## src/hdl/cio_pkg.sv

```systemverilog
// Purpose: Shared constants and carriers for the I/O object map.
// Assumes: Objects are addressed by 16-bit index and 8-bit sub-index.
// Notes: Reset values of all writable objects are zero.
package cio_pkg;

  // ************************************************************
  // Object indexes
  // ************************************************************
  localparam logic [15:0] IDX_FUNC_SEL = 16'h2000;
  localparam logic [15:0] IDX_IN_BYTES = 16'h6000;
  localparam logic [15:0] IDX_IN_WORD = 16'h6100;
  localparam logic [15:0] IDX_IN_POL = 16'h6102;
  localparam logic [15:0] IDX_IN_MASK = 16'h6103;
  localparam logic [15:0] IDX_OUT_BYTES = 16'h6200;
  localparam logic [15:0] IDX_OUT_WORD = 16'h6300;
  localparam logic [15:0] IDX_OUT_POL = 16'h6302;
  localparam logic [15:0] IDX_FB_MODE = 16'h6306;
  localparam logic [15:0] IDX_FB_VALUE = 16'h6307;
  localparam logic [15:0] IDX_OUT_MASK = 16'h6308;

  // ************************************************************
  // Sub-indexes, field layouts, reset values
  // ************************************************************
  localparam logic [7:0] SUB_LOW = 8'h01;
  localparam logic [7:0] SUB_HIGH = 8'h02;
  // Assigned bits: inputs 0-3 in bits 3:0, inputs 10-17 in bits 15:8
  localparam logic [15:0] IN_BITS = 16'hFF0F;
  // Assigned bits: outputs 4-7 in bits 7:4
  localparam logic [15:0] OUT_BITS = 16'h00F0;
  localparam int OUT_LSB = 4;
  localparam int IN_HI_LSB = 8;
  localparam logic [7:0] RST_BYTE = 8'h00;
  localparam logic [15:0] RST_WORD = 16'h0000;
  localparam logic [3:0] RST_PINS = 4'h0;

  // ************************************************************
  // Carriers
  // ************************************************************
  typedef struct packed {
    logic valid;
    logic write;
    logic [15:0] index;
    logic [7:0] subidx;
    logic [15:0] wdata;
  } cio_req_t;

  typedef struct packed {
    logic ack;
    logic err;
    logic [15:0] rdata;
  } cio_rsp_t;

endpackage : cio_pkg

```

## src/hdl/cio_object_map.sv

```systemverilog
// Purpose: Object-dictionary register bank for a 4-in / 4-out / 8-in splitter.
// Assumes: Pin inputs are synchronous to clk_sys; comm_fault is a level.
// Notes: One access per request; answer follows one cycle later.
//
// Operation
// - Byte config object covers channels 10-17
// - Config bit n picks diagnostics for channel 10+n
// - Input byte sub 1: channels 0-3, rest zero
// - Input byte sub 1 mirrors input word low
// - Input byte sub 2 mirrors input word high
// - Input word: bits 3:0 and 15:8 assigned
// - Input polarity and masking use input layout
// - Input objects are words except two bytes
// - Output word drives outputs 4-7 from 7:4
// - Output byte sub 1 aliases output word low
// - Output polarity bits 7:4 only
// - Fallback mode bits 7:4 only
// - Fallback value bits 7:4 only
// - Output masking bits 7:4 only
// - Communication error applies each unmasked output's fallback mode
`timescale 1ns/100ps
`default_nettype none

module cio_object_map (
  input wire logic clk_sys,
  input wire logic rst_n,
  input wire cio_pkg::cio_req_t obj_req,
  output var cio_pkg::cio_rsp_t obj_rsp,
  input wire logic [3:0] chan_in_lo,
  input wire logic [7:0] chan_in_hi,
  input wire logic [7:0] diag_in_hi,
  input wire logic comm_fault,
  output logic [3:0] out_pins
);

  // ************************************************************
  // State
  // ************************************************************
  typedef struct packed {
    logic [7:0] func_sel;
    logic [15:0] in_word;
    logic [15:0] in_pol;
    logic [15:0] in_mask;
    logic [15:0] out_word;
    logic [15:0] out_pol;
    logic [15:0] fb_mode;
    logic [15:0] fb_value;
    logic [15:0] out_mask;
    logic [3:0] pins;
    cio_pkg::cio_rsp_t rsp;
  } cio_state_t;

  cio_state_t s;
  cio_state_t next_s;

  // Merge new data into old under a mask of writable bits
  function automatic logic [15:0] cio_merge(input logic [15:0] old_v,
                                            input logic [15:0] new_v,
                                            input logic [15:0] keep);
    cio_merge = (new_v & keep) | (old_v & ~keep);
  endfunction : cio_merge

  logic [15:0] raw_in;
  logic [15:0] logic_in;
  logic [3:0] norm_out;
  logic [3:0] fb_out;
  logic wr;
  logic rd;
  logic [15:0] idx;
  logic [7:0] sub;
  logic [15:0] wd;

  always_comb begin
    wr = obj_req.valid & obj_req.write;
    rd = obj_req.valid & ~obj_req.write;
    idx = obj_req.index;
    sub = obj_req.subidx;
    wd = obj_req.wdata;
  end

  // ************************************************************
  // Channel paths
  // ************************************************************
  always_comb begin
    raw_in = 16'h0000;
    raw_in[3:0] = chan_in_lo;
    for (int i = 0; i < 8; i++) begin
      raw_in[cio_pkg::IN_HI_LSB + i] = s.func_sel[i] ? diag_in_hi[i] : chan_in_hi[i];
    end
    logic_in = (raw_in ^ s.in_pol) & cio_pkg::IN_BITS;
    for (int i = 0; i < 4; i++) begin
      norm_out[i] = s.out_word[cio_pkg::OUT_LSB + i];
      // Fallback level is a logical value, so output polarity still applies to it
      fb_out[i] = s.fb_mode[cio_pkg::OUT_LSB + i]
                  ? s.fb_value[cio_pkg::OUT_LSB + i]
                  : s.pins[i] ^ s.out_pol[cio_pkg::OUT_LSB + i];
    end
  end

  // ************************************************************
  // Next state
  // ************************************************************
  always_comb begin
    next_s = s;
    next_s.rsp.ack = 1'b0;
    next_s.rsp.err = 1'b0;
    // Masked inputs freeze their last reading
    next_s.in_word = cio_merge(s.in_word, logic_in, ~s.in_mask & cio_pkg::IN_BITS);
    for (int i = 0; i < 4; i++) begin
      if (s.out_mask[cio_pkg::OUT_LSB + i]) begin
        next_s.pins[i] = 1'b0;
      end else if (comm_fault) begin
        // Hold mode recomputes the present pin level, so the pin stays put
        next_s.pins[i] = fb_out[i] ^ s.out_pol[cio_pkg::OUT_LSB + i];
      end else begin
        next_s.pins[i] = norm_out[i] ^ s.out_pol[cio_pkg::OUT_LSB + i];
      end
    end
    if (obj_req.valid) begin
      next_s.rsp.ack = 1'b1;
      next_s.rsp.rdata = 16'h0000;
    end
    if (obj_req.valid && idx == cio_pkg::IDX_FUNC_SEL) begin
      if (sub != cio_pkg::SUB_LOW) begin
        next_s.rsp.err = 1'b1;
      end else if (wr) begin
        next_s.func_sel = wd[7:0];
      end else if (rd) begin
        next_s.rsp.rdata = {8'h00, s.func_sel};
      end
    end else if (obj_req.valid && idx == cio_pkg::IDX_IN_BYTES) begin
      if (wr) begin
        next_s.rsp.err = 1'b1;
      end else if (sub == cio_pkg::SUB_LOW) begin
        next_s.rsp.rdata = {8'h00, s.in_word[7:0]};
      end else if (sub == cio_pkg::SUB_HIGH) begin
        next_s.rsp.rdata = {8'h00, s.in_word[15:8]};
      end else begin
        next_s.rsp.err = 1'b1;
      end
    end else if (obj_req.valid && idx == cio_pkg::IDX_IN_WORD) begin
      if (wr || sub != cio_pkg::SUB_LOW) begin
        next_s.rsp.err = 1'b1;
      end else begin
        next_s.rsp.rdata = s.in_word;
      end
    end else if (obj_req.valid && idx == cio_pkg::IDX_IN_POL) begin
      if (sub != cio_pkg::SUB_LOW) begin
        next_s.rsp.err = 1'b1;
      end else if (wr) begin
        next_s.in_pol = wd & cio_pkg::IN_BITS;
      end else begin
        next_s.rsp.rdata = s.in_pol;
      end
    end else if (obj_req.valid && idx == cio_pkg::IDX_IN_MASK) begin
      if (sub != cio_pkg::SUB_LOW) begin
        next_s.rsp.err = 1'b1;
      end else if (wr) begin
        next_s.in_mask = wd & cio_pkg::IN_BITS;
      end else begin
        next_s.rsp.rdata = s.in_mask;
      end
    end else if (obj_req.valid && idx == cio_pkg::IDX_OUT_BYTES) begin
      if (sub == cio_pkg::SUB_LOW) begin
        if (wr) begin
          next_s.out_word = cio_merge(s.out_word, {8'h00, wd[7:0]}, cio_pkg::OUT_BITS);
        end else begin
          next_s.rsp.rdata = {8'h00, s.out_word[7:0]};
        end
      end else if (sub != cio_pkg::SUB_HIGH) begin
        // Sub-index 2 exists but carries no bits: reads zero, writes dropped
        next_s.rsp.err = 1'b1;
      end
    end else if (obj_req.valid && idx == cio_pkg::IDX_OUT_WORD) begin
      if (sub != cio_pkg::SUB_LOW) begin
        next_s.rsp.err = 1'b1;
      end else if (wr) begin
        next_s.out_word = wd & cio_pkg::OUT_BITS;
      end else begin
        next_s.rsp.rdata = s.out_word;
      end
    end else if (obj_req.valid && idx == cio_pkg::IDX_OUT_POL) begin
      if (sub != cio_pkg::SUB_LOW) begin
        next_s.rsp.err = 1'b1;
      end else if (wr) begin
        next_s.out_pol = wd & cio_pkg::OUT_BITS;
      end else begin
        next_s.rsp.rdata = s.out_pol;
      end
    end else if (obj_req.valid && idx == cio_pkg::IDX_FB_MODE) begin
      if (sub != cio_pkg::SUB_LOW) begin
        next_s.rsp.err = 1'b1;
      end else if (wr) begin
        next_s.fb_mode = wd & cio_pkg::OUT_BITS;
      end else begin
        next_s.rsp.rdata = s.fb_mode;
      end
    end else if (obj_req.valid && idx == cio_pkg::IDX_FB_VALUE) begin
      if (sub != cio_pkg::SUB_LOW) begin
        next_s.rsp.err = 1'b1;
      end else if (wr) begin
        next_s.fb_value = wd & cio_pkg::OUT_BITS;
      end else begin
        next_s.rsp.rdata = s.fb_value;
      end
    end else if (obj_req.valid && idx == cio_pkg::IDX_OUT_MASK) begin
      if (sub != cio_pkg::SUB_LOW) begin
        next_s.rsp.err = 1'b1;
      end else if (wr) begin
        next_s.out_mask = wd & cio_pkg::OUT_BITS;
      end else begin
        next_s.rsp.rdata = s.out_mask;
      end
    end else if (obj_req.valid) begin
      next_s.rsp.err = 1'b1;
    end
  end

  // ************************************************************
  // Registers
  // ************************************************************
  always_ff @(posedge clk_sys or negedge rst_n) begin
    if (!rst_n) begin
      s.func_sel <= cio_pkg::RST_BYTE;
      s.in_word <= cio_pkg::RST_WORD;
      s.in_pol <= cio_pkg::RST_WORD;
      s.in_mask <= cio_pkg::RST_WORD;
      s.out_word <= cio_pkg::RST_WORD;
      s.out_pol <= cio_pkg::RST_WORD;
      s.fb_mode <= cio_pkg::RST_WORD;
      s.fb_value <= cio_pkg::RST_WORD;
      s.out_mask <= cio_pkg::RST_WORD;
      s.pins <= cio_pkg::RST_PINS;
      s.rsp <= '0;
    end else begin
      s <= next_s;
    end
  end

  always_comb begin
    obj_rsp = s.rsp;
    out_pins = s.pins;
  end
endmodule : cio_object_map

`default_nettype wire

```

## config.mk

```make
export PLATFORM = sky130hd
export DESIGN_NAME = cio_object_map
export DESIGN_NICKNAME = d
export VERILOG_FILES = /design/src/hdl/cio_pkg.sv /design/src/hdl/cio_object_map.sv
export SDC_FILE = /design/constraint.sdc
export NUM_CORES = 1
export LEC_CHECK = 0
export ABC_AREA = 1
export BUFFER_PORTS_ARGS = -buffer_cell sky130_fd_sc_hd__buf_2
export CAP_MARGIN = 10
export CORE_MARGIN = 2
export CORE_UTILIZATION = 32
export DETAILED_ROUTE_END_ITERATION = 10
export PLACE_DENSITY = 0.6
export SLEW_MARGIN = 20
export SYNTH_ARGS = -nofsm -noshare
export SYNTH_HDL_FRONTEND = slang
export SYNTH_SLANG_ARGS = --single-unit
```

## constraint.sdc

```tcl
create_clock -name clk_sys -period 1.74 [get_ports clk_sys]
set_clock_uncertainty 0.05 [all_clocks]
set_input_delay 0 -clock clk_sys [delete_from_list [all_inputs] [get_ports clk_sys]]
set_output_delay 0 -clock clk_sys [all_outputs]
set_load 0.03 [all_outputs]
```

==> flow_summary.ini, run 1 <==
[status]
status = finished with violations
violations = hold timing

[global_route]
overflow = 0
antenna_found_initial = 0
grt_start_max_net_pins = 40
grt_pass1_wl_um = 23900
grt_pass1_vias = 4625
grt.total_usage = 0.174

[worst_setup_path]
path_max_fanout = 12
crit_path_start = obj_req[41]
cp_top_family = buffers and inverters
cp.required_ps = 1960
critPathSlowestCell = dlygate4sd3_1
max_stage_delay_ps = 590
startpoint_type = input port
rr_worst_depth = 5
cp-end-kind = flip-flop
reg2reg_setup_slack_ps = 330
worst-path-buf-inv = 3
reg2reg_to = out_pins[1]
crit_arrival_ps = 1840
reg2reg_from = s[75]
worstPathCellList = buf_2 -> dlygate4sd3_1 -> buf_4 -> a21oi_4 -> nand4_4 -> o21ai_2
crit_type = in -> reg

[logic_synthesis]
avgSynthCellArea_um2 = 7.53
ys_seq_elements = 86
synthFlopType = dfrtp_1
synth_edf_count = 0
ys_types = 42
ys_seq_area_frac = 0.414
syn_nets = 755
syn-instance-count = 690
ys_async_sr_fraction = 1.00
syn_area_mm2 = 0.00520
yosysWarnings = 0

[floorplanning]
die_w_um = 131
ios = 87
die_area_mm2 = 0.0173
placementRows = 46
core-area_mm2 = 0.0159
start_util = 0.327
die_y_um = 131

[final_layout]
layout_common_cells = nand2_1 (194), inv_1 (89), dfrtp_1 (86)
diodes = 0
syn2layout_area_growth_pct = 24.9
final_layout_size_suffix_gt1_frac = 0.236
final_cell_count_no_fill = 1026
final_util = 0.409
num-nets-final = 870
final_common_cell = nand2_1

[timing]
fin_tns_setup_ps = 0
hold_slack_ps = -0.126
slew_violations = 0
setup_viol = 0
worst_slew_pin_slew_ps = 513
fmax_mhz = 616
postLayoutSetupSlackWorst_ps = 116
slew_headroom = 0.655
post-route-period-util = 0.933
rsz0062_at_grt = false
min_period_ps = 1620
report.final.hold_viol_count = 1

[drt]
drt_iter0_drc = 319
ant_nets = 0
drt_wl_total_um = 14800
vias = 4790
drc = 0
wl_per_cell_um = 14.4
detail_route.first_pass.iterations = 5
vias_per_cell = 4.67

[placed_design]
gp_congestion = 0.880
io_buffers = 86
place_inst = 986
dpl_worst_slack_ps = -29.4
dp_hpwl_um = 10900

[run]
max-cap-violations = 0

[hold_path]
min-delay-start = chan_in_hi[1]
min_path_cells = 4
worstHoldEndpoint = s[143]
worstHoldPathType = in -> reg

[pwr]
p_per_area_mw_per_mm2 = 708
p_total_mw = 4.59
ir_worst_vdd_mv = 0.466
leakagePower_nw = 3.18

[cts]
cts-root-buf = clkbuf_16
clk_latency_ps = 350
cts-htree-levels = 3
numClockSinks = 86
postCtsSetupBuffers = 0
cts.path.max_buffers = 2
cts_buffers = 9
clkTransAtPathRegs_ps = 60
cts_tree = done
## worst register-to-register path, stage by stage, from the launching register on
cell,delay [ps]
dfrtp_1,430
xor2_1,170
or2_2,270
a22oi_1,180
or2_2,140
a21oi_1,50
## worst max path at each step
stage               depth (start not counted)  endpoint  slack (ps)
floorplan                                  11    s[121]         430
global placement                           10    s[119]          30
detailed placement                         10    s[126]         -30
CTS                                         7    s[126]          40
global route                                7     s[58]          50
finish                                      6    s[118]         120
## per-layer routing
| layer | vias up | GRT usage | part of all wire |
|---|---|---|---|
| li1 | 2445 | - | - |
| met1 | 2203 | 0.239 | 0.47 |
| met2 | 122 | 0.273 | 0.45 |
| met3 | 20 | 0.0351 | 0.052 |
| met4 | 0 | 0.0652 | 0.022 |
| met5 | - | 0 | 0 |
## synth_stat cells, drive strengths merged (5+ instances only)
master   number  area share
xnor2         5      0.0084
dfrtp        86        0.41
nor3          5      0.0058
xor2         11       0.019
nand2       202        0.15
o21ai       118        0.12
nor2         45       0.047
buf          28       0.040
o2111ai       5      0.0084
inv         100       0.072
or2           8      0.0096
a21oi        13       0.013
nand3        22       0.023
a31oi         8      0.0096
nand4        10       0.019
clkbuf        5      0.0036
## kinds of logic (layout without fill, tap and decap cells)
kind of cell	after synthesis	in the layout	synth area share
AND/OR/NAND/NOR	300	301	0.270
AO/OA/AOI/OAI	154	154	0.172
buffers and inverters	134	253	0.117
flip-flops	86	86	0.414
XOR/XNOR	16	16	0.0270
## layout make-up
| class | count | area [µm²] |
|---|---|---|
| fill | 1685 | 9390 |
| clock buffer | 12 | 256 |
| timing repair buffer | 136 | 878 |
| clock inverter | 4 | 77.6 |
| inverter | 101 | 384 |
| tap | 216 | 270 |
| multi-input combinational | 471 | 2470 |
| sequential | 86 | 2150 |
## per-stage QoR
| step | area, µm² | hold slack (ps) |
|---|---|---|
| after floorplan | 5200 | -346 |
| after global placement | 5890 | -89.7 |
| after detailed placement | 5890 | -86.5 |
| after CTS | 6450 | 2.94 |
| after global routing | 6490 | 40.7 |
| final | 6490 | -0.126 |
## report_power, final
group / total, mW / internal [mW] / switching, mW
sequential: 2.04 / 2.02 / 0.0171
combinational: 0.392 / 0.159 / 0.232
clock: 2.16 / 1.34 / 0.819
total: 4.59 / 3.53 / 1.07
## repair_timing
item,in CTS,in global routing
setup endpoints to repair,0,12
endpoints found under the hold margin,136,0
resized for setup,0,3
hold buffers,23,0
## sequential cells by signal, summed over array words and instances (netlist names)
name,flops
s,60
obj_rsp,18
norm_out,4
out_pins,4
Note: power is estimated with default switching activity, not from simulation.
==> inputs of run 2 (changes only) <==
--- a/config.mk
+++ b/config.mk
@@ -8,7 +8,7 @@
 export ABC_AREA = 1
 export BUFFER_PORTS_ARGS = -buffer_cell sky130_fd_sc_hd__buf_2
 export CAP_MARGIN = 10
-export CORE_MARGIN = 2
+export CORE_MARGIN = 5
 export CORE_UTILIZATION = 32
 export DETAILED_ROUTE_END_ITERATION = 10
 export PLACE_DENSITY = 0.6
==> run 2 against run 1 <==
The run now ends clean; via count fell by 1.4%; combinational power fell by 2%; critical path depth fell by 1; wire length fell by 1.8%; highest routed layer unchanged; clock power fell by 16%; sequential share of layout area rose by 0.28 points; critical path type is now reg -> reg; register-to-register slack got worse by 20 ps; worst hold slack improved by 21 ps; first-iteration DRC count fell by 16%; design area fell by 0.83%; die area rose by 9.3%.
==> flow_summary.ini, run 2 (synthesis gave the netlist of run 1 again) <==
[timing]
slew_headroom = 0.660
slew_violations = 0
post-route-period-util = 0.819
rsz0062_at_grt = false
fin_tns_setup_ps = 0
setup_viol = 0
min_period_ps = 1430
report.final.hold_viol_count = 0
fmax_mhz = 701
worst_slew_pin_slew_ps = 510

[drt]
drt_iter0_drc = 269
detail_route.first_pass.iterations = 4
drc = 0
vias_per_cell = 4.59
vias = 4725
drt_wl_total_um = 14500
ant_nets = 0
wl_per_cell_um = 14.1

[floorplanning]
die_y_um = 137
ios = 87
die_w_um = 137
placementRows = 46
core-area_mm2 = 0.0159
die_area_mm2 = 0.0189
start_util = 0.327

[worst_setup_path]
cp-end-kind = flip-flop
startpoint_type = flip-flop
path_max_fanout = 5
cp.required_ps = 1950
crit_type = reg -> reg
crit_arrival_ps = 1630

[pwr]
power.switching_mw = 1.08
power.share.combinational = 0.091
ir_worst_vdd_mv = 0.459
pwr-share-clk = 0.428
intPower_mw = 3.16
swShare = 0.255
p_per_area_mw_per_mm2 = 659
leakagePower_nw = 3.15
pwr-share-seq = 0.481

[cts]
postCtsSetupBuffers = 0
cts_resized = 0
clk_latency_ps = 350
numClockSinks = 86
cts_tree = done
cts.path.max_buffers = 2
cts_hold_buf = 23
cts-root-buf = clkbuf_16
cts_buffers = 9
cts-htree-levels = 3
clkTransAtPathRegs_ps = 70

[global_route]
grt_pass1_vias = 4683
grt.total_usage = 0.161
use_met1 = 0.224
grt_start_max_net_pins = 39
overflow = 0
grt-busiest-layer = met2
grt_use_met2 = 0.250
use_met3 = 0.0234
antenna_found_initial = 0
grt_pass1_wl_um = 23600

[final_layout]
multiInputGateArea_mm2 = 0.00243
fillers = 1703
num-nets-final = 873
syn2layout_area_growth_pct = 23.9
largest-register = s
final_common_cell = nand2_1
final_cell_count_no_fill = 1029
seqCellArea_mm2 = 0.00215
final_layout_size_suffix_gt1_frac = 0.239
largest_reg_flops = 60
layout_common_cells = nand2_1 (194), inv_1 (89), dfrtp_1 (86)
diodes = 0

[placed_design]
io_buffers = 86
gp_congestion = 0.885
dp_hpwl_um = 11300
place_inst = 990

[status]
status = finished, final reports clean

[run]
max-cap-violations = 0

[hold_path]
worstHoldPathType = in -> reg
-- run 2: cell count changes in the layout (fill, tap and decap cells not counted), sizes merged --
cell / change
buf: +4
bufinv: -2
clkbuf: -2
clkinv: +1
clkinvlp: +2
inv: +1
nand4: -1
-- run 2: power by group through the flow --
stage | registers (mW) | clock network [mW] | logic, mW
final | 2.04 | 1.82 | 0.385
after global placement | 2.08 | 0 | 0.349
after floorplan | 2.07 | 0 | 0.173
after detailed placement | 2.08 | 0 | 0.352
after CTS | 2.04 | 1.85 | 0.392
after global routing | 2.04 | 1.93 | 0.434
-- run 2: worst paths after layout --
check / to / start / slack (ps) / depth (start not counted)
min in group asynchronous: out_pins[2] / rst_n / 110 / 2
min reg2reg: out_pins[1] / s[27] / 410 / 1
max reg2reg: out_pins[2] / s[76] / 310 / 5
max in group asynchronous: s[45] / rst_n / 940 / 3
max: out_pins[2] / s[76] / 310 / 5
min: s[144] / chan_in_hi[2] / 20 / 4
-- run 2: critical path: stages, from the launching register on --
cell and delay (ps):
dfrtp_1 420, xor2_1 170, or2_2 270, a22oi_1 170, nand2_1 70, a21oi_1 180
-- run 2: stage by stage --
| stage | util | hold slack (ps) | area [µm²] | setup WS, ps | total power [mW] |
|---|---|---|---|---|---|
| 2_1_floorplan | - | -346 | 5200 | 426 | 2.24 |
| 3_3_place_gp | 0.373 | -44.2 | 5930 | 53.9 | 2.42 |
| 3_5_place_dp | 0.373 | -40.0 | 5930 | 8.28 | 2.43 |
| 4_1_cts | 0.405 | 10.9 | 6440 | 319 | 4.28 |
| 5_1_grt | 0.405 | 64.6 | 6440 | 182 | 4.40 |
| 6_report | 0.405 | 20.8 | 6440 | 314 | 4.24 |
-- run 2: layout make-up --
type / instances / area share
sequential: 86 / 0.334
timing repair buffer: 140 / 0.143
multi-input combinational: 470 / 0.378
tap: 216 / 0.0420
clock inverter: 6 / 0.00719
inverter: 101 / 0.0597
clock buffer: 10 / 0.0356
-- run 2: metal layers --
metal  vias up  part of all wire
met2       103              0.45
met1      2158              0.47
li1       2452                 -
met5         -                 0
met3        12             0.057
met4         0             0.016
==> inputs of run 3 (changes only) <==
==> constraint.sdc (replaced) <==
create_clock -name clk_sys -period 1.4 [get_ports clk_sys]
set_clock_uncertainty 0.05 [all_clocks]
set_input_delay 0 -clock clk_sys [delete_from_list [all_inputs] [get_ports clk_sys]]
set_output_delay 0 -clock clk_sys [all_outputs]
set_load 0.03 [all_outputs]
==> run 3 against run 2 <==
Utilization is 2.2 points higher; sequential cell count stayed put; count of clock-buffer cells in the layout stayed put; cell count is 2.3% higher; non-clock buffer count is 24 higher; via count is 1.2% higher; design area is 5.4% higher; critical path depth stayed put; highest routed layer unchanged.
==> flow_summary.ini, run 3 (synthesis gave the netlist of run 1 again) <==
[worst_setup_path]
reg2reg_setup_slack_ps = 90
path_max_fanout = 2
startpoint_type = flip-flop
crit_type = reg -> reg
reg2reg_to = out_pins[1]
crit_arrival_ps = 1500
cp-end-kind = flip-flop
reg2reg_from = s[75]
cp.required_ps = 1580
rr_worst_depth = 5

[drt]
wl_per_cell_um = 14.1
vias = 4781
drc = 0
drt_iter0_drc = 329
detail_route.first_pass.iterations = 5
drt_wl_total_um = 14800
vias_per_cell = 4.54
ant_nets = 0

[status]
status = finished, final reports clean

[hold_path]
worstHoldEndpoint = s[147]
worstHoldPathType = in -> reg
min_path_cells = 4
min-delay-start = chan_in_hi[5]

[floorplanning]
ios = 87
die_area_mm2 = 0.0189
start_util = 0.327
die_w_um = 137
core-area_mm2 = 0.0159
die_y_um = 137
placementRows = 46

[cts]
cts-htree-levels = 3
cts-root-buf = clkbuf_16
cts_buffers = 9
cts_tree = done
clk_latency_ps = 350
numClockSinks = 86
cts.path.max_buffers = 2
clkTransAtPathRegs_ps = 70

[timing]
setup_viol = 0
post-route-period-util = 0.937
fmax_mhz = 762
hold_slack_ps = 5.84
rsz0062_at_grt = false
report.final.hold_viol_count = 0
slew_headroom = 0.734
min_period_ps = 1310
slew_violations = 0
worst_slew_pin_slew_ps = 399

[global_route]
grt_start_max_net_pins = 33
overflow = 0
grt_pass1_vias = 4580
grt.total_usage = 0.160
antenna_found_initial = 0
grt_pass1_wl_um = 23400

[final_layout]
num-nets-final = 897
syn2layout_area_growth_pct = 30.5
final_layout_size_suffix_gt1_frac = 0.275
final_cell_count_no_fill = 1053
largest-register = s
diodes = 0
final_common_cell = nand2_1
layout_common_cells = nand2_1 (190), inv_1 (89), dfrtp_1 (86)
largest_reg_flops = 60

[pwr]
leakagePower_nw = 3.33
ir_worst_vdd_mv = 0.551
p_per_area_mw_per_mm2 = 798
p_total_mw = 5.41

[placed_design]
place_inst = 1013
gp_congestion = 0.864
io_buffers = 86
dp_hpwl_um = 11400

[run]
max-cap-violations = 0
## run 3: worst max-delay path, cell delays in order (launching register included)
cell and delay, ps:
dfrtp_1 390, xor2_1 150, or2_2 270, a22oi_1 160, or2_2 150, a21oi_2 40
## run 3: layer usage
metal	vias to the layer above	global-route usage	wire (µm)
met4	0	0.0466	209
met5	-	0	0
li1	2496	-	-
met3	11	0.0278	738
met2	99	0.254	6690
met1	2175	0.224	7210
## run 3: timing repair
action                                  in CTS  in global routing
setup buffers                                0                  1
endpoints found under the setup margin       0                 11
hold buffers                                23                  0
resized for setup                            0                 13
hold endpoints to repair                   142                  0
## run 3: worst max-delay path by stage
| stage | start | endpoint |
|---|---|---|
| finish | s[75] | out_pins[1] |
| global route | obj_rsp[5] | obj_rsp[5] |
| CTS | s[76] | out_pins[2] |
| detailed placement | obj_req[31] | obj_rsp[12] |
| global placement | obj_req[31] | obj_rsp[12] |
| floorplan | obj_req[22] | s[121] |
## run 3: cell type report
type                       count  area, µm²
clock inverter                 6       52.6
sequential                    86       2150
fill                        1638       9100
inverter                     101        384
clock buffer                  10        239
tap                          216        270
multi-input combinational    470       2480
timing repair buffer         164       1200
## run 3: through the flow
stage / setup WS (ps) / cell area (µm²) / setup TNS (ps) / util
finish: 88.2 / 6780 / 0 / 0.427
global route: 0.607 / 6780 / 0 / 0.427
CTS: 51.4 / 6730 / 0 / 0.423
detailed placement: -194 / 6200 / -2870 / 0.391
global placement: -196 / 6200 / -2170 / 0.391
floorplan: 85.6 / 5200 / 0 / -
## run 3: report_power, final
part           switching [mW]  internal, mW
logic                   0.291         0.219
clock network            1.09          1.28
registers              0.0222          2.51
total                    1.40          4.01
